### src/core/civ_map.svh
// Constants for the interrupt vectoring block
`ifndef CIV_MAP_SVH
`define CIV_MAP_SVH
`define CIV_PC_W        15
`define CIV_SP_W        16
`define CIV_NSRC        8
`define CIV_GIE_BIT     7
`define CIV_VEC_STRIDE  2
`define CIV_ENTRY_CYC   4
`define CIV_WAKE_CYC    4
`define CIV_JMP_CYC     3
`define CIV_RETURN_FROM_HANDLER_OP_CYC    4
`define CIV_SP_STEP     16'h0002
`define CIV_SP_RST      16'h0000
`define CIV_STATUS_REG_RST    8'h00
`define CIV_BOOT_START  15'h7000
`endif

### src/core/civ_pkg.sv
// Types for the interrupt vectoring block
package civ_pkg;
    typedef enum logic [1:0] {
        CIV_OP_NONE,
        CIV_OP_SEI,
        CIV_OP_CLI,
        CIV_OP_RETURN_FROM_HANDLER_OP
    } civ_op_t;

    typedef struct packed {
        logic        valid;
        logic [2:0]  src;
        logic [14:0] vector;
    } civ_grant_t;

    typedef struct packed {
        logic        push;
        logic        pop;
        logic [14:0] addr;
    } civ_stack_t;
endpackage

### src/core/civ_arbiter.sv
// Fixed priority arbiter, lower source number wins
`timescale 1ns/1ps
module civ_arbiter #(
    parameter int NSRC = 8
) (
    input  wire logic [NSRC-1:0] req_i,   // Enabled requests
    output logic                 any_o,   // Any request
    output logic [2:0]           idx_o    // Winning index
);
    always_comb begin
        any_o = 1'b0;
        idx_o = 3'h0;
        for (int i = NSRC - 1; i >= 0; i--) begin
            if (req_i[i]) begin
                any_o = 1'b1;
                idx_o = 3'(i);
            end
        end
    end
endmodule

### src/core/civ_ctrl.sv
// Interrupt acceptance, entry and return sequencing for the CPU core
`timescale 1ns/1ps
`include "civ_map.svh"

module civ_ctrl
    import civ_pkg::*;
#(
    parameter int          NSRC       = `CIV_NSRC,
    parameter logic [14:0] BOOT_START = `CIV_BOOT_START
) (
    input  wire logic              clk_i,         // CPU clock
    input  wire logic              rst_b_i,       // Sync reset, low
    input  wire logic [NSRC-1:0]   event_i,       // Flag-type event pulses
    input  wire logic [NSRC-1:0]   level_i,       // Level-type conditions
    input  wire logic [NSRC-1:0]   is_level_i,    // Source is level type
    input  wire logic [NSRC-1:0]   src_enable_i,  // Per-source enables
    input  wire logic [NSRC-1:0]   flag_wr_i,     // Flag write strobe
    input  wire logic [NSRC-1:0]   flag_wdata_i,  // Flag write data
    input  wire logic              status_reg_wr_i,     // Status write strobe
    input  wire logic [7:0]        status_reg_wdata_i,  // Status write data
    input  wire logic              boundary_i,    // Instruction boundary
    input  wire civ_op_t           op_i,          // Retiring instruction
    input  wire logic              sleeping_i,    // Core is asleep
    input  wire logic              vector_table_select_i,   // Relocate
    input  wire logic              reset_vector_boot_fuse_i,// Boot reset
    input  wire logic              app_section_lock_bit_i,  // App lock
    input  wire logic              boot_section_lock_bit_i, // Boot lock
    input  wire logic [14:0]       pc_i,          // Current PC
    input  wire logic [14:0]       ret_pc_i,      // Popped return PC
    output logic [NSRC-1:0]        flags_o,       // Pending flags
    output logic [7:0]             status_reg_o,  // Status register
    output logic [15:0]            sp_o,          // Stack pointer
    output logic [14:0]            reset_vec_o,   // Reset vector
    output logic                   stall_o,       // Hold the sequencer
    output civ_stack_t             stack_o,       // Push or pop strobe
    output logic                   pc_load_o,     // Load new PC
    output logic [14:0]            pc_load_val_o, // New PC value
    output logic [2:0]             active_src_o,  // Source being entered
    output logic                   in_entry_o     // Entry, wake or return in progress
);
    typedef enum logic [2:0] {
        ST_RUN,
        ST_WAKE,
        ST_ENTRY,
        ST_RETURN_FROM_HANDLER_OP
    } civ_state_t;

    // ------------------------------------------------------------
    // Request qualification
    // ------------------------------------------------------------
    civ_state_t      state_reg,  state_next;
    logic [2:0]      cnt_reg,    cnt_next;
    logic [NSRC-1:0] flag_reg,   flag_next;
    logic [7:0]      status_reg_reg,   status_reg_next;
    logic [15:0]     sp_reg,     sp_next;
    logic            hold_reg,   hold_next;
    logic [2:0]      src_reg,    src_next;
    logic [14:0]     vec_reg,    vec_next;
    logic            pcld_reg,   pcld_next;
    logic [14:0]     pcv_reg,    pcv_next;
    civ_stack_t      stk_reg,    stk_next;

    logic [NSRC-1:0] pending;
    logic [NSRC-1:0] enabled_req;
    logic            any_req;
    logic [2:0]      win_idx;
    logic [14:0]     irq_vec;
    logic            gie;
    logic            lock_block;
    logic            take;

    function automatic logic in_boot(input logic [14:0] pc);
        in_boot = (pc >= BOOT_START);
    endfunction

    always_comb begin
        for (int i = 0; i < NSRC; i++) begin
            // Level sources are never latched, so a vanished condition
            // leaves nothing behind to be served later
            pending[i] = is_level_i[i] ? level_i[i] : flag_reg[i];
        end
        gie = status_reg_reg[`CIV_GIE_BIT];
        // Code running in a locked section may not be interrupted
        lock_block = (app_section_lock_bit_i && !in_boot(pc_i)) ||
                     (boot_section_lock_bit_i && in_boot(pc_i));
        enabled_req = pending & src_enable_i;
    end

    civ_arbiter #(
        .NSRC (NSRC)
    ) u_arb (
        .req_i (enabled_req),
        .any_o (any_req),
        .idx_o (win_idx)
    );

    civ_vector_gen u_vec (
        .vec_sel_i   (vector_table_select_i),
        .rst_fuse_i  (reset_vector_boot_fuse_i),
        .boot_base_i (BOOT_START),
        .src_i       (win_idx),
        .reset_vec_o (reset_vec_o),
        .irq_vec_o   (irq_vec)
    );

    // A request is accepted only at a boundary, never right after an
    // enable or return, and never on the cycle a disable retires
    always_comb begin
        take = (state_reg == ST_RUN) && boundary_i && any_req && gie &&
               !hold_reg && !lock_block && (op_i != CIV_OP_CLI) &&
               (op_i != CIV_OP_SEI) && (op_i != CIV_OP_RETURN_FROM_HANDLER_OP);
    end

    // ------------------------------------------------------------
    // Sequencer
    // ------------------------------------------------------------
    always_comb begin
        state_next = state_reg;
        cnt_next   = cnt_reg;
        flag_next  = flag_reg;
        status_reg_next  = status_reg_reg;
        sp_next    = sp_reg;
        hold_next  = hold_reg;
        src_next   = src_reg;
        vec_next   = vec_reg;
        pcld_next  = 1'b0;
        pcv_next   = pcv_reg;
        stk_next   = '0;

        if (boundary_i && state_reg == ST_RUN && op_i == CIV_OP_NONE) begin
            hold_next = 1'b0;
        end

        // Status writes carry every bit; nothing is saved on entry
        if (status_reg_wr_i) begin
            status_reg_next = status_reg_wdata_i;
        end
        if (state_reg == ST_RUN && boundary_i) begin
            case (op_i)
                CIV_OP_SEI: begin
                    status_reg_next[`CIV_GIE_BIT] = 1'b1;
                    hold_next = 1'b1;
                end
                CIV_OP_CLI: begin
                    status_reg_next[`CIV_GIE_BIT] = 1'b0;
                end
                CIV_OP_RETURN_FROM_HANDLER_OP: begin
                    state_next = ST_RETURN_FROM_HANDLER_OP;
                    // Boundary cycle counts as the first of the four
                    cnt_next   = 3'(`CIV_RETURN_FROM_HANDLER_OP_CYC - 2);
                    stk_next.pop = 1'b1;
                end
                default: begin
                end
            endcase
        end

        case (state_reg)
            ST_RUN: begin
                if (take) begin
                    src_next = win_idx;
                    vec_next = irq_vec;
                    status_reg_next[`CIV_GIE_BIT] = 1'b0;
                    if (!is_level_i[win_idx]) begin
                        flag_next[win_idx] = 1'b0;
                    end
                    if (sleeping_i) begin
                        state_next = ST_WAKE;
                        cnt_next   = 3'(`CIV_WAKE_CYC - 1);
                    end else begin
                        state_next = ST_ENTRY;
                        // Take cycle counts as the first of the four
                        cnt_next   = 3'(`CIV_ENTRY_CYC - 2);
                        stk_next.push = 1'b1;
                        stk_next.addr = pc_i;
                        sp_next = sp_reg - `CIV_SP_STEP;
                    end
                end
            end
            ST_WAKE: begin
                cnt_next = cnt_reg - 3'h1;
                if (cnt_reg == 3'h0) begin
                    state_next = ST_ENTRY;
                    cnt_next   = 3'(`CIV_ENTRY_CYC - 2);
                    stk_next.push = 1'b1;
                    stk_next.addr = pc_i;
                    sp_next = sp_reg - `CIV_SP_STEP;
                end
            end
            ST_ENTRY: begin
                cnt_next = cnt_reg - 3'h1;
                if (cnt_reg == 3'h1) begin
                    pcld_next = 1'b1;
                    pcv_next  = vec_reg;
                end
                if (cnt_reg == 3'h0) begin
                    state_next = ST_RUN;
                end
            end
            ST_RETURN_FROM_HANDLER_OP: begin
                cnt_next = cnt_reg - 3'h1;
                if (cnt_reg == 3'h1) begin
                    sp_next   = sp_reg + `CIV_SP_STEP;
                    pcld_next = 1'b1;
                    pcv_next  = ret_pc_i;
                    status_reg_next[`CIV_GIE_BIT] = 1'b1;
                end
                if (cnt_reg == 3'h0) begin
                    state_next = ST_RUN;
                    hold_next  = 1'b1;
                end
            end
            default: begin
                state_next = ST_RUN;
            end
        endcase

        // Software clears by writing one; a new event wins the same cycle
        for (int i = 0; i < NSRC; i++) begin
            if (flag_wr_i[i] && flag_wdata_i[i]) begin
                flag_next[i] = 1'b0;
            end
            if (event_i[i] && !is_level_i[i]) begin
                flag_next[i] = 1'b1;
            end
        end
    end

    always_ff @(posedge clk_i) begin
        if (!rst_b_i) begin
            state_reg <= ST_RUN;
            cnt_reg   <= 3'h0;
            flag_reg  <= '0;
            status_reg_reg  <= `CIV_STATUS_REG_RST;
            sp_reg    <= `CIV_SP_RST;
            hold_reg  <= 1'b0;
            src_reg   <= 3'h0;
            vec_reg   <= 15'h0000;
            pcld_reg  <= 1'b0;
            pcv_reg   <= 15'h0000;
            stk_reg   <= '0;
        end else begin
            state_reg <= state_next;
            cnt_reg   <= cnt_next;
            flag_reg  <= flag_next;
            status_reg_reg  <= status_reg_next;
            sp_reg    <= sp_next;
            hold_reg  <= hold_next;
            src_reg   <= src_next;
            vec_reg   <= vec_next;
            pcld_reg  <= pcld_next;
            pcv_reg   <= pcv_next;
            stk_reg   <= stk_next;
        end
    end

    // ------------------------------------------------------------
    // Outputs
    // ------------------------------------------------------------
    always_comb begin
        flags_o       = flag_reg;
        status_reg_o  = status_reg_reg;
        sp_o          = sp_reg;
        stack_o       = stk_reg;
        pc_load_o     = pcld_reg;
        pc_load_val_o = pcv_reg;
        active_src_o  = src_reg;
        in_entry_o    = (state_reg != ST_RUN);
        stall_o       = (state_reg != ST_RUN) || take;
    end
endmodule

### src/core/civ_vector_gen.sv
// Vector address generation for reset and interrupt sources
`timescale 1ns/1ps
`include "civ_map.svh"
module civ_vector_gen (
    input  wire logic        vec_sel_i,  // Vector table relocated
    input  wire logic        rst_fuse_i, // Reset vector in boot area
    input  wire logic [14:0] boot_base_i,// Boot section start
    input  wire logic [2:0]  src_i,      // Source index
    output logic      [14:0] reset_vec_o,// Reset vector
    output logic      [14:0] irq_vec_o   // Interrupt vector
);
    logic [14:0] base;
    always_comb begin
        base        = vec_sel_i ? boot_base_i : 15'h0000;
        reset_vec_o = rst_fuse_i ? boot_base_i : 15'h0000;
        // Slot zero is reset, so source n sits at slot n+1
        irq_vec_o   = base + 15'((32'(src_i) + 1) * `CIV_VEC_STRIDE);
    end
endmodule

### config.mk
export PLATFORM = sky130hd
export DESIGN_NAME = civ_ctrl
export DESIGN_NICKNAME = d
export VERILOG_FILES = /design/src/core/civ_pkg.sv /design/src/core/civ_arbiter.sv /design/src/core/civ_ctrl.sv /design/src/core/civ_vector_gen.sv
export VERILOG_INCLUDE_DIRS = /design/src /design/src/core
export SDC_FILE = /design/constraint.sdc
export NUM_CORES = 1
export LEC_CHECK = 0
export ABC_AREA = 1
export BUFFER_PORTS_ARGS = -buffer_cell sky130_fd_sc_hd__buf_2
export CAP_MARGIN = 40
export CELL_PAD_IN_SITES_DETAIL_PLACEMENT = 1
export CELL_PAD_IN_SITES_GLOBAL_PLACEMENT = 1
export CORE_MARGIN = 2
export CORE_UTILIZATION = 37
export CTS_CLUSTER_SIZE = 40
export DETAILED_ROUTE_END_ITERATION = 10
export PLACE_DENSITY = 0.88
export SLEW_MARGIN = 10
export SYNTH_ARGS = -nofsm -noshare
export SYNTH_HDL_FRONTEND = slang
export SYNTH_SLANG_ARGS = --single-unit
### constraint.sdc
create_clock -name clk_i -period 6.1 [get_ports clk_i]
set_input_delay 1.22 -clock clk_i [delete_from_list [all_inputs] [get_ports clk_i]]
set_output_delay 1.22 -clock clk_i [all_outputs]
set_load 0.005 [all_outputs]
Word-level counts from Yosys, hierarchy flattened --
Cells that the tools add are included.
Operators by class: $lt $le $gt $ge 3, equal/unequal tests 23, multiplexer cells 91, bitwise logic cells 3, add/sub/neg operators 5, reductions and logical operators 77
Operators by type and width (count):
- 2-to-1 mux 15 bit | 7
- 2-to-1 mux 16 bit | 4
- case mux 15 bit (2 select lines) | 2
- nonzero test 3 bit | 18
- 2-to-1 mux 3 bit | 17
- 2-to-1 mux 1 bit | 48
- case mux 16 bit (3 select lines) | 1
- 2-to-1 mux 8 bit | 4
- logical AND 1 bit | 28
- AND reduction 3 bit | 9
- != test 3 x 1 -> 1 bit (second input constant) | 8
- case mux 3 bit (3 select lines) | 2
- adder 16 x 2 -> 16 bit (second input constant) | 1
- AND 8 bit | 2
- subtractor 16 x 2 -> 16 bit (second input constant) | 1
- adder 15 bit | 1
- >= comparator 15 bit (second input constant) | 1
- != test 2 bit (second input constant) | 7
- logical NOT 1 bit | 11
- NOT 8 bit | 1
- == test 3 x 1 -> 1 bit (second input constant) | 2
- == test 3 x 2 -> 1 bit (second input constant) | 2
- logical NOT 3 bit | 2
- case mux 1 bit (2 select lines) | 3
- other kinds (16) | 20
Storage, ports and cells: bits in registers 90, logic and storage cells 223

Logic depth before layout (Yosys ltp) --
Gate-level depths: netlist of the first run.
word-level depth 21, gate-level depth with buffers 20, gate-level depth less buffers 19

Hierarchy --
Synthesis of the first run repeated with hierarchy kept, for this count alone.
Second synthesis, totals: cells, all modules 827, area, all modules 5367.6 µm²
By module, submodules not included:
- civ_ctrl | instances 1, cells an instance 664, area each 4541.9 µm²
- civ_vector_gen | instances 1, cells an instance 141, area each 726.9 µm²
- civ_arbiter | instances 1, cells an instance 22, area each 98.8 µm²

Worst setup path before layout of the first run --
Ideal clock, no wire load.
path kind input port to output port, start input port op_i[0], end output port stall_o, required time 4.880 ns, data arrival time 2.393 ns, setup slack 2.487 ns, stages on the path 10, path buffers 1, cell sequence inv_1 ha_1 nor3_1 nand3_1 nor4_2 nand2_2 inv_2 buf_4 nor2_1 inv_1
Between the ends: word-level cells in the longest chain between the ends 5, elaborated cells on any way between the ends 7, classes of those cells 3 x eq/ne; 4 x reduce/logical
RTL lines:
- start: declaration | line civ_ctrl.sv:22 | input wire civ_op_t op_i,
- != test 2 bit | line civ_ctrl.sv:110 | !hold_reg && !lock_block && (op_i != CIV_OP_CLI) &&
- logical AND 1 bit (2 in a row) | line civ_ctrl.sv:110
- logical AND 1 bit * | line civ_ctrl.sv:111 | (op_i != CIV_OP_SEI) && (op_i != CIV_OP_RETURN_FROM_HANDLER_OP);
- logical OR 1 bit * | line civ_ctrl.sv:269 | stall_o = (state_reg != ST_RUN) || take;
- end: declaration | line civ_ctrl.sv:34 | output logic stall_o,
Mark *: on every way between the ends. The rest lies on a longest branch, timed or not.

Final worst setup path of the first run --
Ends and elaborated chain as after synthesis.

==> results.toml, run 1 <==
[run_status]
status = "finished clean"

[worst_setup_path]
path_cells = "buf_2 > inv_1 > ha_1 > nor3_1 > nand3_1 > nor4_2 > nand2_2 > inv_2 > nor2_1 > inv_1 > buf_2"
arrival_ps = 2760
crit_type = "input pin to output pin"
end_kind = "output pin"
crit_path_top_delay_cell = "inv_2"
critical_path.max_fanout = 11
cp_slowest_stage_delay_ps = 220
worstSetupStartpointType = "input pin"
cp.required_ps = 4880

[finish]
largest_reg_flops = 17
drive_gt1_share_pct = 34.0
layout_commonest_cell = "buf_2"
finalInstanceArea_um2 = 5830
layout_common_cells = "164 x buf_2, 116 x nand2_1, 79 x dfxtp_1"
fin_nets = 900
antenna_cells = 0
area_growth_pct = 25.8

[drt]
viasPerCell = 4.69
drt_iter0_markers = 158
drt.antenna.violating_nets = 0
wl_um = 13100
drc_errors = 0
dr.pass1.iters = 4
wl_per_cell_um = 13.7
num_vias = 4477

[power_and_ir_drop]
comb_power_share_pct = 21.9
power.internal_mw = 1.05
p_seq_share_pct = 37.6
clkPwrFrac_pct = 40.5
total_power_mw = 1.47
power_density_nw_per_um2 = 253
switching_share_pct = 28.8
ir_drop_mv = 0.148
p_leak_nw = 3.08
p_switching_mw = 0.425

[clocking]
numCtsBuffers = 9
clock-sinks = 79
hold_buffers = 0
cts_tree = "done"
post_cts_buffers = 0
clk_path_buf_depth = 2
clk_pin_slew_ps = 60
h-tree-depth = 3
cts_root_buf = "clkbuf_16"
cts_resized = 0
insertion_delay_ps = 350

[global_routing]
overflow = 0
grt_pass1_vias = 4471
grt_pass1_wl_um = 21000
antenna_found_initial = 0
track_usage_pct = 19.7
grt_max_degree = 46

[synthesis]
yosys.area_share.xor_xnor_pct = 2.65
synth_seq_cells = 79
synth_top_family_by_area = "simple AND/OR/NAND/NOR gates"
yosysTopAreaCellShare_pct = 34.1
synth_fa_ha_area_share_pct = 6.10
yosysUniqueCellTypes = 47
yosys_warnings = 0
synth_edf_count = 0
synthFlopType = "dfxtp_1"
async_flop_share_pct = 0
synth_cells = 621
muxShareOfSynthArea_pct = 0
post_synth_and_or_nand_nor_area_fraction_pct = 30.2
netlist_area_um2 = 4640
synth_top_cell_by_area = "dfxtp_1"
synth-compound-area-share_pct = 15.5
synth_seq_area_share_pct = 34.1
synth.area.top_cells = "dfxtp_1 34%, nand2_1 9.4%, ha_1 5.7%"
syn_area_per_cell_um2 = 7.46

[place]
placed_area_um2 = 5510
io_buffers = 164
hpwl_um = 10200
place.gp.congestion = 0.844
dp_slack_ps = 2090

[floorplan]
rows = 40
fp.coreArea_um2 = 12100
die_area_um2 = 13400
die_x_um = 116
die_h_um = 116
initial_utilization_pct = 38.3
ios = 182

[timing]
fin_setup_tns_ps = 0
finalClockSkew_ps = 6.96
hold_viol_final = 0
fin_crit_ps = 3980
rsz0062_at_grt = "no"
setup_ws_ps = 2120
setup_viol = 0
period_share_pct = 65.3
fmax_mhz = 251
slew_headroom_pct = 44.2
slew_violations = 0
worst_pin_slew_ps = 837

[run]
maxCapViolCount = 0

[worst_hold_path]
hp-class = "flip-flop to flip-flop"
## final timing paths
| kind | start | end | slack, ps | cells after the start |
|---|---|---|---|---|
| hold / removal | pc_load_val_o[5] | pc_load_val_o[5] | 460 | 2 |
| setup reg to reg | state_reg[1] | sp_o[13] | 3120 | 15 |
| hold reg to reg | pc_load_val_o[5] | pc_load_val_o[5] | 460 | 2 |
| setup / recovery | op_i[0] | stall_o | 2120 | 11 |
## worst max-delay path, delay by kind of cell
kind	cells	cell delay, ps
AND/OR/NAND/NOR	5	770
adder cells (fa/ha/maj)	1	200
buffers and inverters	5	540
## cells by family after synthesis
family                   after synthesis
buffers and inverters                109
adder cells (fa/ha/maj)               22
AND/OR/NAND/NOR                      270
XOR/XNOR                              14
AO/OA/AOI/OAI                        126
flip-flops                            79
other                                  1
## through the flow
step	util (%)	hold WS [ps]	cells
4_1_cts	48.2	465	954
2_1_floorplan	-	430	634
3_3_place_gp	45.5	447	938
5_1_grt	48.2	489	954
3_5_place_dp	45.5	455	938
6_report	48.2	462	954
## power by group through the flow
stage	registers (mW)	clock network, mW	logic, mW
final	0.554	0.597	0.323
after global routing	0.557	0.634	0.367
after CTS	0.554	0.613	0.326
after detailed placement	0.565	0	0.322
after global placement	0.565	0	0.313
after floorplan	0.564	0	0.229
## synthesized netlist by cell type (7+ instances only)
master	count
nand2_1	116
dfxtp_1	79
nor2_1	62
inv_1	54
a21oi_1	51
o21ai_0	41
nand3_1	26
ha_1	21
inv_2	21
buf_4	17
nand2_2	10
a21oi_2	9
nor2_2	9
nand2_4	8
nand3_2	8
xor2_1	8
o21ai_1	7
## area by class of cell
cell class / instances / area [um^2]
inverter: 81 / 317
multi-input combinational: 446 / 2580
tap: 168 / 210
timing repair buffer: 164 / 821
clock inverter: 3 / 65.1
fill: 1620 / 6280
clock buffer: 13 / 260
sequential: 79 / 1580
## per-layer routing
layer	up-vias	routed length [um]	track usage, %
li1	2304	-	-
met1	2035	5800	23.9
met2	123	6260	33.5
met3	15	788	6.01
met4	0	199	6.67
met5	-	0	0
Power figures use the tool's default switching activity.
==> inputs of run 2 (changes only) <==
--- a/config.mk
+++ b/config.mk
@@ -12,10 +12,10 @@
 export CELL_PAD_IN_SITES_DETAIL_PLACEMENT = 1
 export CELL_PAD_IN_SITES_GLOBAL_PLACEMENT = 1
 export CORE_MARGIN = 2
-export CORE_UTILIZATION = 37
+export CORE_UTILIZATION = 31
 export CTS_CLUSTER_SIZE = 40
 export DETAILED_ROUTE_END_ITERATION = 10
-export PLACE_DENSITY = 0.88
+export PLACE_DENSITY = 0.79
 export SLEW_MARGIN = 10
 export SYNTH_ARGS = -nofsm -noshare
 export SYNTH_HDL_FRONTEND = slang
==> constraint.sdc (replaced) <==
create_clock -name clk_i -period 3.4 [get_ports clk_i]
set_input_delay 0.68 -clock clk_i [delete_from_list [all_inputs] [get_ports clk_i]]
set_output_delay 0.68 -clock clk_i [all_outputs]
set_load 0.005 [all_outputs]
==> run 2 against run 1 <==
  * First-iteration DRC count fell by 15%
  * Critical endpoint is now sp_o[13]
  * Count of clock-buffer cells in the layout shrank 3
  * Utilization down 8.1 points
  * Worst hold slack worse by 1.9 ps
  * Largest cell class unchanged
  * Cell count is 1.9% higher
  * Setup slack worse by 1500 ps
  * Highest routed layer unchanged
  * Clock skew increased by 1.8 ps
  * Non-clock buffer count grew 3
==> results.toml, run 2 (synthesized netlist as in run 1, its figures left out) <==
[run_status]
status = "finished clean"

[timing]
rsz0062_at_grt = "no"
fmax_mhz = 356
hold_viol_final = 0
worst_pin_slew_ps = 601
slew_violations = 0
fin_setup_tns_ps = 0
finalClockSkew_ps = 8.80
slew_headroom_pct = 59.7
period_share_pct = 82.5
fin_crit_ps = 2810
setup_viol = 0

[drt]
dr.pass1.iters = 4
num_vias = 4538
wl_per_cell_um = 13.6
drt_iter0_markers = 135
wl_um = 13200
drt.antenna.violating_nets = 0
drc_errors = 0
viasPerCell = 4.67

[finish]
drive_gt1_share_pct = 34.4
fin_nets = 903
n_fill_cell = 1887
seqCellArea_um2 = 1580
layout_common_cells = "164 x buf_2, 116 x nand2_1, 79 x dfxtp_1"
antenna_cells = 0
area_growth_pct = 26.1
layout_commonest_cell = "buf_2"
largest_reg_flops = 17
multi_input_area_um2 = 2580
final_cells = 972

[place]
io_buffers = 164
place_inst = 957
place.gp.congestion = 0.869
hpwl_um = 10600

[worst_setup_path]
end_kind = "flip-flop"
critical_path.max_fanout = 19
worstSetupStartpointType = "flip-flop"
arrival_ps = 3070
crit_type = "flip-flop to flip-flop"
cp.required_ps = 3670

[power_and_ir_drop]
total_power_mw = 2.54
power_density_nw_per_um2 = 435
ir_drop_mv = 0.243
p_leak_nw = 3.08

[clocking]
hold_buffers = 0
clock-sinks = 79
clk_path_buf_depth = 2
insertion_delay_ps = 340
cts_resized = 0
numCtsBuffers = 9
post_cts_buffers = 0
cts_tree = "done"
cts_root_buf = "clkbuf_16"
clk_pin_slew_ps = 60
h-tree-depth = 3

[global_routing]
grt_pass1_wl_um = 21800
grt_max_degree = 45
antenna_found_initial = 0
overflow = 0
grt_pass1_vias = 4540
track_usage_pct = 16.9

[floorplan]
rows = 44
die_x_um = 126
initial_utilization_pct = 31.8
fp.coreArea_um2 = 14600
die_area_um2 = 15900
ios = 182
die_h_um = 126

[worst_hold_path]
hp-class = "flip-flop to flip-flop"

[run]
maxCapViolCount = 0
-- run 2: changes by cell type in the layout (fill, tap and decap cells not counted), sizes merged --
cell      previous run  this run
buf                164       167
clkinvlp             0         2
clkbuf              13        10
bufinv               2         1
clkinv               3         4
-- run 2: worst paths after layout --
path / start / end / slack, ps / depth (start not counted)
worst min-delay path: pc_load_val_o[9] / pc_load_val_o[9] / 460 / 2
worst max-delay path: state_reg[1] / sp_o[13] / 590 / 15
worst min register to register: pc_load_val_o[9] / pc_load_val_o[9] / 460 / 2
worst max register to register: state_reg[1] / sp_o[13] / 590 / 15
-- run 2: final cells by class --
| cell class | count | share of cell area, % |
|---|---|---|
| Multi-Input combinational cell | 446 | 44.1 |
| Sequential cell | 79 | 27.0 |
| Timing Repair Buffer | 167 | 14.4 |
| Inverter | 81 | 5.41 |
| Clock buffer | 10 | 4.09 |
| Tap cell | 184 | 3.94 |
| Clock inverter | 5 | 1.01 |
-- run 2: critical path: stages, from the launching register on --
cell and delay [ps]:
dfxtp_1 340, inv_2 50, nor2_2 150, inv_2 90, nor2_8 180, inv_4 150
fa_1 440, a21o_1 180, a21oi_1 210, o21ai_1 140, nand2_1 80, nand2_1 70
a21boi_1 210, o21ai_0 130, xor2_1 160, a21oi_1 120
-- run 2: power breakdown --
group          internal (mW)  switching (mW)
Clock                  0.584           0.387
Combinational          0.236           0.341
Sequential             0.964          0.0309
-- run 2: metrics by stage --
step / setup WS (ps) / hold WS (ps) / util (%) / cell area (um^2)
4_1_cts: 582 / 466 / 40.1 / 5850
3_3_place_gp: 661 / 451 / 38.0 / 5550
6_report: 595 / 460 / 40.1 / 5850
2_1_floorplan: 867 / 430 / - / 4680
3_5_place_dp: 603 / 456 / 38.0 / 5550
5_1_grt: 362 / 486 / 40.1 / 5850
-- run 2: per-layer routing --
metal  global-route usage, %  wire length [um]
met4                    3.49                97
met5                       0                 0
met3                    6.07               965
met1                    20.4              5850
met2                    29.0              6340
==> inputs of run 3 (changes only) <==
--- a/config.mk
+++ b/config.mk
@@ -6,7 +6,7 @@
 export SDC_FILE = /design/constraint.sdc
 export NUM_CORES = 1
 export LEC_CHECK = 0
-export ABC_AREA = 1
+export ABC_AREA = 0
 export BUFFER_PORTS_ARGS = -buffer_cell sky130_fd_sc_hd__buf_2
 export CAP_MARGIN = 40
 export CELL_PAD_IN_SITES_DETAIL_PLACEMENT = 1
@@ -15,7 +15,7 @@
 export CORE_UTILIZATION = 31
 export CTS_CLUSTER_SIZE = 40
 export DETAILED_ROUTE_END_ITERATION = 10
-export PLACE_DENSITY = 0.79
+export PLACE_DENSITY = 0.78
 export SLEW_MARGIN = 10
 export SYNTH_ARGS = -nofsm -noshare
 export SYNTH_HDL_FRONTEND = slang
==> constraint.sdc (replaced) <==
create_clock -name clk_i -period 2.3 [get_ports clk_i]
set_input_delay 0.46 -clock clk_i [delete_from_list [all_inputs] [get_ports clk_i]]
set_output_delay 0.46 -clock clk_i [all_outputs]
set_load 0.005 [all_outputs]
==> run 3 against run 2 <==
  * The flow now finishes with violations (setup timing)
  * Power is 42% higher
  * Register-to-register slack worse by 820 ps
  * First-iteration DRC count is 46% higher
  * Clock power is 60% higher
  * Clock skew is 2.8 ps lower
  * Critical endpoint is now sp_o[15]
  * Largest power group is now clock
==> results.toml, run 3 <==
[synthesis]
synth_seq_area_share_pct = 37.2
async_flop_share_pct = 0
syn_area_per_cell_um2 = 8.97
netlist_area_um2 = 4250
synth_seq_cells = 79
synth.area.top_cells = "dfxtp_1 37%, ha_1 6.2%, nand2_1 4.9%"
yosysUniqueCellTypes = 63
synth_common_cells = "79 x dfxtp_1, 56 x nand2_1, 28 x nor2b_1"
yosysTopAreaCellShare_pct = 37.2
synth_edf_count = 0
synth_top_cell_by_area = "dfxtp_1"
synthFlopType = "dfxtp_1"
synth_cells = 474
synth_most_common_cell = "dfxtp_1"
yosys_warnings = 0

[timing]
setup_viol = 10
fmax_mhz = 396
rsz0062_at_grt = "yes"
fin_setup_tns_ps = -1290
setup_ws_ps = -226
fin_crit_ps = 2530
finalClockSkew_ps = 6.03
period_share_pct = 110
hold_viol_final = 0
slew_violations = 0

[power_and_ir_drop]
p_seq_share_pct = 39.4
switching_share_pct = 25.5
ir_drop_mv = 0.329
comb_power_share_pct = 17.3
p_switching_mw = 0.919
power.internal_mw = 2.68
p_leak_nw = 3.09
clkPwrFrac_pct = 43.3
power_density_nw_per_um2 = 558
total_power_mw = 3.60

[drt]
drc_errors = 0
viasPerCell = 5.01
dr.pass1.iters = 4
wl_um = 15200
num_vias = 4488
drt.antenna.violating_nets = 0
drt_iter0_markers = 197
wl_per_cell_um = 17.0

[clocking]
clk_path_buf_depth = 2
insertion_delay_ps = 340
numCtsBuffers = 9
cts_tree = "done"
clk_pin_slew_ps = 60
h-tree-depth = 3
hold_buffers = 0
cts_root_buf = "clkbuf_16"
clock-sinks = 79

[worst_setup_path]
arrival_ps = 2800
critical_path.max_fanout = 8
ff2ff_setup_slack_ps = -230
end_kind = "flip-flop"
cp.required_ps = 2570
worstSetupStartpointType = "flip-flop"
crit_type = "flip-flop to flip-flop"

[finish]
largest_reg_flops = 17
area_growth_pct = 51.6
finalInstanceArea_um2 = 6450
fin_nets = 832
layout_commonest_cell = "buf_2"
layout_common_cells = "164 x buf_2, 78 x buf_4, 76 x dfxtp_1"
drive_gt1_share_pct = 45.1

[global_routing]
grt_pass1_vias = 4830
antenna_found_initial = 1
overflow = 0
grt_max_degree = 29
track_usage_pct = 20.6
grt_pass1_wl_um = 23900

[floorplan]
initial_utilization_pct = 32.0
die_h_um = 121
fp.coreArea_um2 = 13300
rows = 42
die_area_um2 = 14700
ios = 182
die_x_um = 121

[place]
hpwl_um = 11200
io_buffers = 164
place.gp.congestion = 0.866
placed_area_um2 = 5790
dp_slack_ps = -262

[worst_hold_path]
hp-class = "input pin to flip-flop"

[run_status]
violations = "setup timing"
status = "finished with violations"

[run]
maxCapViolCount = 0
-- run 3: cell types whose count changed in the layout (fill, tap and decap cells not counted), moves of 28 or more --
cell	before	now
nand2_1	116	56
buf_4	3	78
nor2b_1	0	28
nor2_1	62	11
inv_1	54	6
o21ai_0	41	12
a21oi_1	51	15
-- run 3: power groups by stage --
stage / Sequential (mW) / Combinational, mW / Clock (mW)
floorplan: 1.45 / 0.283 / 0
global placement: 1.44 / 0.518 / 0
detailed placement: 1.45 / 0.544 / 0
CTS: 1.42 / 0.581 / 1.60
global route: 1.42 / 0.677 / 1.65
finish: 1.42 / 0.624 / 1.56
-- run 3: cell families (layout without fill, tap and decap cells) --
group | after synthesis | in the layout | share of synthesized area, %
compound gates | 114 | 114 | 18.9
xor+xnor | 11 | 11 | 2.27
fa+ha+maj | 22 | 22 | 6.65
buf+inv | 44 | 275 | 5.97
flops | 79 | 79 | 37.2
mux | 27 | 27 | 6.56
other cells | 1 | 15 | 0.0882
simple gates | 176 | 176 | 22.3
-- run 3: per-stage QoR --
step	utilization, %	hold slack, ps	std cells
after detailed placement	43.5	453	860
after global placement	43.5	438	860
after CTS	47.4	335	882
after global routing	48.5	346	895
after floorplan	-	438	487
final	48.5	349	895
-- run 3: layer usage --
layer  wire [um]  track usage (%)  vias up
met5           0                0        -
met4         469             10.3        0
met3         711             3.20       29
met2        7840             37.3      133
met1        6160             23.4     2160
li1            -                -     2166
-- run 3: layout make-up --
cell class / instances / area, um^2
Fill cell: 1566 / 6850
Multi-Input combinational cell: 364 / 2720
Sequential cell: 79 / 1590
Timing Repair Buffer: 252 / 1550
Clock buffer: 9 / 225
Tap cell: 176 / 220
Clock inverter: 7 / 97.6
Inverter: 7 / 38.8
Antenna cell: 1 / 2.50
-- run 3: worst paths after layout --
kind                                 startpoint         endpoint  cells after the start
worst max-delay path               state_reg[2]         sp_o[15]                     11
worst min-delay path                    pc_i[0]       stack_o[0]                      2
worst max register to register     state_reg[2]         sp_o[15]                     11
worst min register to register  active_src_o[0]  active_src_o[0]                      2
-- run 3: what timing repair did --
item | CTS | global route
pin swaps | 17 | 24
setup buffers | 6 | 13
resized for setup | 25 | 14
endpoints found under the setup margin | 8 | 20
-- run 3: critical path, stage by stage, from the launching register on --
cell and delay [ps]:
dfxtp_2 320, and2b_2 210, and2_4 190, inv_12 60
ha_1 190, or3_1 380, o21ai_1 160, or3_4 190
nand3_4 70, a41oi_2 190, mux2i_1 280, mux2i_1 200
